**config.mk**
```make
export PLATFORM = sky130hd
export DESIGN_NAME = servo_drive_status_bank
export DESIGN_NICKNAME = d
export VERILOG_FILES = /design/src/inc/servo_status_pkg.sv /design/src/design/servo_drive_status_bank.sv
export SDC_FILE = /design/constraint.sdc
export NUM_CORES = 1
export LEC_CHECK = 0
export ABC_AREA = 1
export BUFFER_PORTS_ARGS = -buffer_cell sky130_fd_sc_hd__buf_2
export CORE_UTILIZATION = 43
export CTS_CLUSTER_DIAMETER = 50
export DETAILED_ROUTE_END_ITERATION = 10
export HOLD_SLACK_MARGIN = 0.12
export PLACE_DENSITY_LB_ADDON = 0.2
export SLEW_MARGIN = 20
export SYNTH_ARGS = -nofsm -noshare
export SYNTH_HDL_FRONTEND = slang
export SYNTH_SLANG_ARGS = --single-unit
```
**constraint.sdc**
```tcl
create_clock -name clock -period 5.39 [get_ports clock]
set_clock_uncertainty 0.15 [all_clocks]
set_input_delay 0.8085 -clock clock [delete_from_list [all_inputs] [get_ports clock]]
set_output_delay 0.8085 -clock clock [all_outputs]
set_load 0.01 [all_outputs]
```
**src/inc/servo_status_pkg.sv**
```systemverilog
// constants and types for the servo drive status bank
// Contract
// - state bits 0-3: commutation done, zero speed, in speed window, up to speed
// - state bits 4-5: at positive and at negative current limit
// - state bits 6-7: power bus charged, drive enabled
// - state bits 8-9: drive ready, release holding brake
// - state bits 10-11: any fault present, any warning present
// - state bit 12 shunt mismatch; bit 13 ready and bus charged
// - state bit 24 mirrors hardware enable; bit 25 auxiliary feedback loss
// - unassigned state bits are reserved and read as zero
// - fault word has one bit per active fault, zero when none
// - fault bits 0-7 memory through secondary feedback fault
// - fault bits 8-15 primary feedback through overspeed
// - fault bits 16-19 assigned; bit 20 reserved
// - fault bits 21-25 relay through AC input overvoltage
// - fault bits 26-29 assigned; bits 30-31 reserved
// - warning bits 0-4 assigned, higher bits reserved, zero when none
// - analog sample signed, clamped to -8192..8191, 8192 counts is 10 V
// - digital input n at bit n-1 for eight inputs, upper bits zero
// - input not assigned to the application reads as zero
package servo_status_pkg;
    localparam logic [11:0] STATE_OFFSET   = 12'h000;
    localparam logic [11:0] FAULT_OFFSET   = 12'h004;
    localparam logic [11:0] WARN_OFFSET    = 12'h008;
    localparam logic [11:0] ANALOG_OFFSET  = 12'h00c;
    localparam logic [11:0] DIGIN_OFFSET   = 12'h010;
    localparam logic [11:0] IRQ_STAT_OFFSET = 12'h014;
    localparam logic [11:0] IRQ_MASK_OFFSET = 12'h018;
    localparam logic [11:0] APP_MASK_OFFSET = 12'h01c;

    localparam logic [31:0] FAULT_VALID_MASK = 32'h3fef_ffff;
    localparam logic [31:0] WARN_VALID_MASK  = 32'h0000_001f;
    localparam logic [31:0] STATE_VALID_MASK = 32'h0300_3fff;
    localparam logic [31:0] ZERO_WORD        = 32'h0000_0000;
    localparam logic [7:0]  APP_MASK_RESET   = 8'hff;
    localparam logic [15:0] ANALOG_MAX       = 16'sh1fff;
    localparam logic [15:0] ANALOG_MIN       = 16'she000;
    localparam int          IRQ_BITS         = 3;

    // raw drive conditions feeding the state word
    typedef struct packed {
        logic auxFeedbackLoss;
        logic hwEnable;
        logic shunt220On440;
        logic brakeRelease;
        logic ready;
        logic enabled;
        logic busCharged;
        logic negCurrentLimit;
        logic posCurrentLimit;
        logic upToSpeed;
        logic inSpeedWindow;
        logic zeroSpeed;
        logic commutationDone;
    } drive_cond_t;

    // apb request bundle
    typedef struct packed {
        logic        psel;
        logic        penable;
        logic        pwrite;
        logic [11:0] paddr;
        logic [31:0] pwdata;
    } apb_req_t;
endpackage

```
**src/design/servo_drive_status_bank.sv**
```systemverilog
// drive status bank behind an apb slave; status words read-only, interrupt and mask registers writable
//
// Added by the designer: the APB register port and the address map.
`timescale 1ns/1ps
`default_nettype none
module servo_drive_status_bank (
    input  wire logic                         clock,
    input  wire logic                         rst,
    input  wire servo_status_pkg::apb_req_t   apbReq,
    output logic [31:0]                       prdata,
    output logic                              pready,
    output logic                              pslverr,
    input  wire servo_status_pkg::drive_cond_t driveCond,
    input  wire logic [31:0]                  faultIn,
    input  wire logic [31:0]                  warnIn,
    input  wire logic signed [15:0]           analogIn,
    input  wire logic [7:0]                   digitalIn,
    output logic                              irq
);
    logic [31:0] stateReg, faultReg, warnReg, analogReg, digInReg;
    logic [31:0] stateNext;
    logic [2:0]  irqStatReg, irqMaskReg;
    logic [7:0]  appMaskReg;
    logic [15:0] analogClamp;
    logic        accessWrite, accessRead;
    logic [2:0]  irqEvent;
    logic        anyFault, anyWarn;

    assign accessWrite = apbReq.psel && apbReq.penable && apbReq.pwrite;
    assign accessRead  = apbReq.psel && apbReq.penable && !apbReq.pwrite;
    assign anyFault = |(faultIn & servo_status_pkg::FAULT_VALID_MASK);
    assign anyWarn  = |(warnIn & servo_status_pkg::WARN_VALID_MASK);

    // state word assembly; unassigned bits held at zero
    always_comb begin
        stateNext = servo_status_pkg::ZERO_WORD;
        stateNext[0]  = driveCond.commutationDone;
        stateNext[1]  = driveCond.zeroSpeed;
        stateNext[2]  = driveCond.inSpeedWindow;
        stateNext[3]  = driveCond.upToSpeed;
        stateNext[4]  = driveCond.posCurrentLimit;
        stateNext[5]  = driveCond.negCurrentLimit;
        stateNext[6]  = driveCond.busCharged;
        stateNext[7]  = driveCond.enabled;
        stateNext[8]  = driveCond.ready;
        stateNext[9]  = driveCond.brakeRelease;
        stateNext[10] = anyFault;
        stateNext[11] = anyWarn;
        stateNext[12] = driveCond.shunt220On440;
        stateNext[13] = driveCond.ready && driveCond.busCharged;
        stateNext[24] = driveCond.hwEnable;
        stateNext[25] = driveCond.auxFeedbackLoss;
    end

    // saturate the converter sample into the 14-bit range
    always_comb begin
        if ($signed(analogIn) > $signed(servo_status_pkg::ANALOG_MAX)) begin
            analogClamp = servo_status_pkg::ANALOG_MAX;
        end else if ($signed(analogIn) < $signed(servo_status_pkg::ANALOG_MIN)) begin
            analogClamp = servo_status_pkg::ANALOG_MIN;
        end else begin
            analogClamp = analogIn;
        end
    end

    // status words refresh every cycle; bus writes never reach them
    always_ff @(posedge clock or posedge rst) begin
        if (rst) begin
            stateReg  <= 32'h0000_0000;
            faultReg  <= 32'h0000_0000;
            warnReg   <= 32'h0000_0000;
            analogReg <= 32'h0000_0000;
            digInReg  <= 32'h0000_0000;
        end else begin
            stateReg  <= stateNext;
            faultReg  <= faultIn & servo_status_pkg::FAULT_VALID_MASK;
            warnReg   <= warnIn & servo_status_pkg::WARN_VALID_MASK;
            analogReg <= {{16{analogClamp[15]}}, analogClamp};
            digInReg  <= {24'h00_0000, digitalIn & appMaskReg};
        end
    end

    // rising edges of fault, warning, up-to-speed raise interrupt events
    assign irqEvent = {stateNext[3] & ~stateReg[3], stateNext[11] & ~stateReg[11],
                       stateNext[10] & ~stateReg[10]};

    // sticky status; a new event beats a simultaneous write-one clear
    always_ff @(posedge clock or posedge rst) begin
        if (rst) begin
            irqStatReg <= 3'h0;
        end else if (accessWrite && apbReq.paddr == servo_status_pkg::IRQ_STAT_OFFSET) begin
            irqStatReg <= (irqStatReg & ~apbReq.pwdata[2:0]) | irqEvent;
        end else begin
            irqStatReg <= irqStatReg | irqEvent;
        end
    end

    // software configuration: interrupt mask and application input mask
    always_ff @(posedge clock or posedge rst) begin
        if (rst) begin
            irqMaskReg <= 3'h0;
            appMaskReg <= servo_status_pkg::APP_MASK_RESET;
        end else if (accessWrite) begin
            if (apbReq.paddr == servo_status_pkg::IRQ_MASK_OFFSET) begin
                irqMaskReg <= apbReq.pwdata[2:0];
            end
            if (apbReq.paddr == servo_status_pkg::APP_MASK_OFFSET) begin
                appMaskReg <= apbReq.pwdata[7:0];
            end
        end
    end

    assign irq    = |(irqStatReg & irqMaskReg);
    assign pready = 1'b1; // zero wait states
    // unmapped addresses answer with an error
    assign pslverr = apbReq.psel && apbReq.penable && (apbReq.paddr > servo_status_pkg::APP_MASK_OFFSET
                     || apbReq.paddr[1:0] != 2'h0);

    // read data registered in the setup cycle so it is stable at access
    always_ff @(posedge clock or posedge rst) begin
        if (rst) begin
            prdata <= 32'h0000_0000;
        end else if (apbReq.psel && !apbReq.penable && !apbReq.pwrite) begin
            case (apbReq.paddr)
                servo_status_pkg::STATE_OFFSET:    prdata <= stateReg;
                servo_status_pkg::FAULT_OFFSET:    prdata <= faultReg;
                servo_status_pkg::WARN_OFFSET:     prdata <= warnReg;
                servo_status_pkg::ANALOG_OFFSET:   prdata <= analogReg;
                servo_status_pkg::DIGIN_OFFSET:    prdata <= digInReg;
                servo_status_pkg::IRQ_STAT_OFFSET: prdata <= {29'h0, irqStatReg};
                servo_status_pkg::IRQ_MASK_OFFSET: prdata <= {29'h0, irqMaskReg};
                servo_status_pkg::APP_MASK_OFFSET: prdata <= {24'h0, appMaskReg};
                default:                           prdata <= 32'h0000_0000;
            endcase
        end
    end

    a_ready_and_charged: assert property (@(posedge clock) disable iff (rst)
        ##1 (stateReg[13] == (stateReg[8] && stateReg[6]))) else $error("ready-charged bit wrong");
    a_state_reserved: assert property (@(posedge clock) disable iff (rst)
        (stateReg & ~servo_status_pkg::STATE_VALID_MASK) == 32'h0) else $error("reserved state bit set");
    a_fault_summary: assert property (@(posedge clock) disable iff (rst)
        ##1 (stateReg[10] == (faultReg != 32'h0))) else $error("fault summary mismatch");
    a_fault_reserved: assert property (@(posedge clock) disable iff (rst)
        (faultReg & ~servo_status_pkg::FAULT_VALID_MASK) == 32'h0) else $error("reserved fault bit set");
    a_warn_reserved: assert property (@(posedge clock) disable iff (rst)
        warnReg[31:5] == 27'h0) else $error("reserved warning bit set");
    a_analog_range: assert property (@(posedge clock) disable iff (rst)
        $signed(analogReg) <= 8191 && $signed(analogReg) >= -8192) else $error("analog out of range");
    a_digin_masked: assert property (@(posedge clock) disable iff (rst)
        ((digInReg[7:0] & ~$past(appMaskReg)) == 8'h0) && digInReg[31:8] == 24'h0)
        else $error("unassigned input visible");
    a_enable_mirror: assert property (@(posedge clock) disable iff (rst)
        ##1 (stateReg[24] == $past(driveCond.hwEnable))) else $error("enable mirror wrong");
    a_write_no_effect: assert property (@(posedge clock) disable iff (rst)
        accessWrite |=> faultReg == $past(faultIn & servo_status_pkg::FAULT_VALID_MASK))
        else $error("write disturbed fault word");
    a_irq_sticky: assert property (@(posedge clock) disable iff (rst)
        irqEvent[0] |=> irqStatReg[0]) else $error("fault event not latched");

    c_fault_irq: cover property (@(posedge clock) disable iff (rst) irqEvent[0] ##1 irq);
    c_read_state: cover property (@(posedge clock) disable iff (rst)
        accessRead && apbReq.paddr == servo_status_pkg::STATE_OFFSET);
    c_analog_clamp: cover property (@(posedge clock) disable iff (rst)
        $signed(analogIn) > $signed(servo_status_pkg::ANALOG_MAX));
endmodule
`default_nettype wire

```
==> flow_summary.json <==
{
  "synth-xor-area-share": 0,
  "worst-path-buf-inv": 3,
  "reg2reg_depth": 6,
  "outcome": "finished, final reports clean",
  "grt_pass1_wl_um": 18460,
  "final_nets": 813,
  "synth_compound_area_frac": 0.03049,
  "setup_viol": 0,
  "cts_sinks": 118,
  "worstSkewPairLatency_ns": 0.40,
  "critPathCaptureType": "output port",
  "cpPeakStageDelay_ns": 0.35,
  "antenna_left": 0,
  "grt-ovfl-total": 0,
  "drc": 0,
  "grt_usage": 0.2103,
  "cts_made_buffers": 17,
  "die_w_um": 108.6,
  "synth.avg_cell_area_um2": 9.179,
  "synth_fp_nets": 683,
  "synth_seq_area_share": 0.6067,
  "cts_tree": "done",
  "vias_per_cell": 4.788,
  "path_class": "input port to output port",
  "drtIter0Drc": 231,
  "hp-class": "register to register",
  "nFillCells": 1013,
  "required_ns": 4.43,
  "maxCapViolCount": 0,
  "synth_top_family_by_area": "simple AND/OR/NAND/NOR gates",
  "synth_cell_types": 29,
  "rsz0062_at_grt": "no",
  "dpl.cell_count": 783,
  "synth_warnings": 0,
  "h-tree-depth": 4,
  "crit_fanout": 15,
  "tightestPinTransition_ns": 1.065,
  "maxSlewHeadroom": 0.2873,
  "initial_core_util": 0.4466,
  "coreArea_mm2": 0.01094,
  "dr.pass1.iters": 4,
  "fin_cells": 815,
  "dp_slack_ns": 2.328,
  "final_common_cell": "nand2_1",
  "n_antenna_cell": 0,
  "syn_inst": 532,
  "synth_top_cell_by_area": "dfrtp_1",
  "worstHoldPathCells": 1,
  "cts.path.max_buffers": 2,
  "cts_resized": 0,
  "die_y_um": 108.6,
  "clock.fmax_mhz": 327.0,
  "syn_area_mm2": 0.004883,
  "yosysTopAreaCellShare": 0.5637,
  "synthTopCellsByArea": "dfrtp_1 56%, nand2_1 14%, nand3_1 7.0%, dfstp_2 4.3%, inv_1 3.1%",
  "drt_wl_total_um": 11420,
  "crit_family": "simple AND/OR/NAND/NOR gates",
  "routabilityCongestion": 0.8149,
  "rows": 38,
  "wl_met1_um": 5384,
  "reg2reg_to": "prdata[4]$_DFFE_PP0P_",
  "wl_met2_um": 5134,
  "die_area_mm2": 0.01179,
  "io_pins": 185,
  "ys_ff_latch": 118,
  "vias": 3902,
  "timing.rr.start": "appMaskReg[4]$_DFFE_PP1P_",
  "route.met3.wl_um": 712,
  "final_min_period_over_clock_period": 0.5674,
  "fin_tns_setup_ns": 0,
  "synth-simple-area-share": 0.2857,
  "drv_slew": 0,
  "grt_max_degree": 69,
  "power_leakage_nw": 3.439,
  "r2r_slack_ns": 4.18,
  "postPlaceCellArea_mm2": 0.005598,
  "root_buffer": "clkbuf_16",
  "startpoint": "apbReq[41]",
  "slowest_stage": "inv_1",
  "pwr_density_cell_mw_per_mm2": 347.1,
  "worstPathArrival_ns": 2.10,
  "syn_to_final_growth_pct": 27.03,
  "crit_path_cell_trace": "buf_2, nor2_2, nand2_4, inv_1, nand4_1, nand2_1, nand2_1, and3_1, buf_2",
  "layout_common_cells": "181 x nand2_1, 129 x buf_2, 110 x dfrtp_1",
  "hp-start": "stateReg[3]$_DFF_PP0_",
  "place_hpwl_um": 8071,
  "final.setup.worst_slack_ns": 2.332,
  "peakVddDrop_uv": 199.6,
  "hold_viol": 0,
  "post_cts_buffers": 0,
  "drive_gt1_frac": 0.3067,
  "synthAdderAreaFrac": 0.002562,
  "p_total_mw": 2.153,
  "grt_pass1_vias": 3797,
  "antenna_found_initial": 0,
  "min_period_ns": 3.058,
  "muxShareOfSynthArea": 0.01460,
  "start_kind": "input port",
  "wl_per_cell_um": 14.01,
  "stdcell_area_mm2": 0.006203,
  "top_layer_used": "met4",
  "clk_transition_reported_paths_ns": 0.06,
  "holdPathEnd": "irqStatReg[2]$_DFF_PP0_",
  "numPortBuffers": 129,
  "hold_buffers": 0
}
## cell usage after synthesis
master,number
nand2_1,181
nor4_1,3
and3_1,2
nor2_1,30
nand4_1,2
buf_4,6
conb_1,1
inv_1,40
nand2_4,2
clkbuf_1,6
dfstp_2,8
ha_1,1
o21ai_2,1
nor3_1,3
nor2_4,1
nand3_2,1
nand2_2,11
o21ai_0,28
nor2_2,6
mux2_4,4
buf_6,3
nor3_2,3
nor3_4,1
nand3_1,68
dfrtp_1,110
inv_2,2
nand3b_1,1
buf_2,6
mux2_2,1
## where the power goes
part           internal [mW]  switching, mW
registers              0.917        0.00983
clock network          0.728          0.402
logic                 0.0351         0.0613
## flip-flops by register name (all words and copies together), names as in the netlist
name,flops
appMaskReg,8
irqStatReg,3
faultReg,29
irqMaskReg,3
stateReg,16
prdata,30
digInReg,8
warnReg,5
analogReg,16
## per-stage QoR
step	hold WS (ns)	util
3_5_place_dp	0.3100	0.5119
5_1_grt	0.3214	0.5673
4_1_cts	0.3173	0.5673
6_report	0.3163	0.5673
3_3_place_gp	0.2994	0.5119
2_1_floorplan	0.2859	-
## worst register-to-register path, stage by stage, from the launching register on
cell and delay (ns):
dfstp_2 0.54, nand3_1 0.08, nand2_1 0.11, inv_1 0.04
nand2_1 0.10, nand2_1 0.06, nand2_1 0.06
## per-layer routing
layer | track usage | up-vias
li1 | - | 1941
met3 | 0.05666 | 12
met5 | 0 | -
met4 | 0.08012 | 0
met2 | 0.3110 | 125
met1 | 0.2951 | 1824
## kinds of logic (layout without fill, tap and decap cells)
| logic type | count (synthesis) | count (layout) |
|---|---|---|
| simple gates | 315 | 315 |
| flops | 118 | 118 |
| buf+inv | 63 | 206 |
| compound gates | 29 | 29 |
| mux | 5 | 5 |
| fa+ha+maj | 1 | 1 |
| other cells | 1 | 1 |
## worst max path at each step
stage	cells after the start	end
global route	9	pslverr
global placement	9	pslverr
CTS	9	pslverr
detailed placement	9	pslverr
finish	9	pslverr
floorplan	1	analogReg[0]$_DFF_PP0_
## layout make-up
cell class	instances	area (um^2)	share of cell area
Inverter	42	160.2	0.02582
Clock inverter	15	180.2	0.02904
Clock buffer	17	425.4	0.06858
Timing Repair Buffer	132	668.1	0.1077
Tap cell	140	175.2	0.02824
Sequential cell	118	2963	0.4776
Multi-Input combinational cell	351	1632	0.2630
Note: power is estimated with default switching activity, not from simulation.
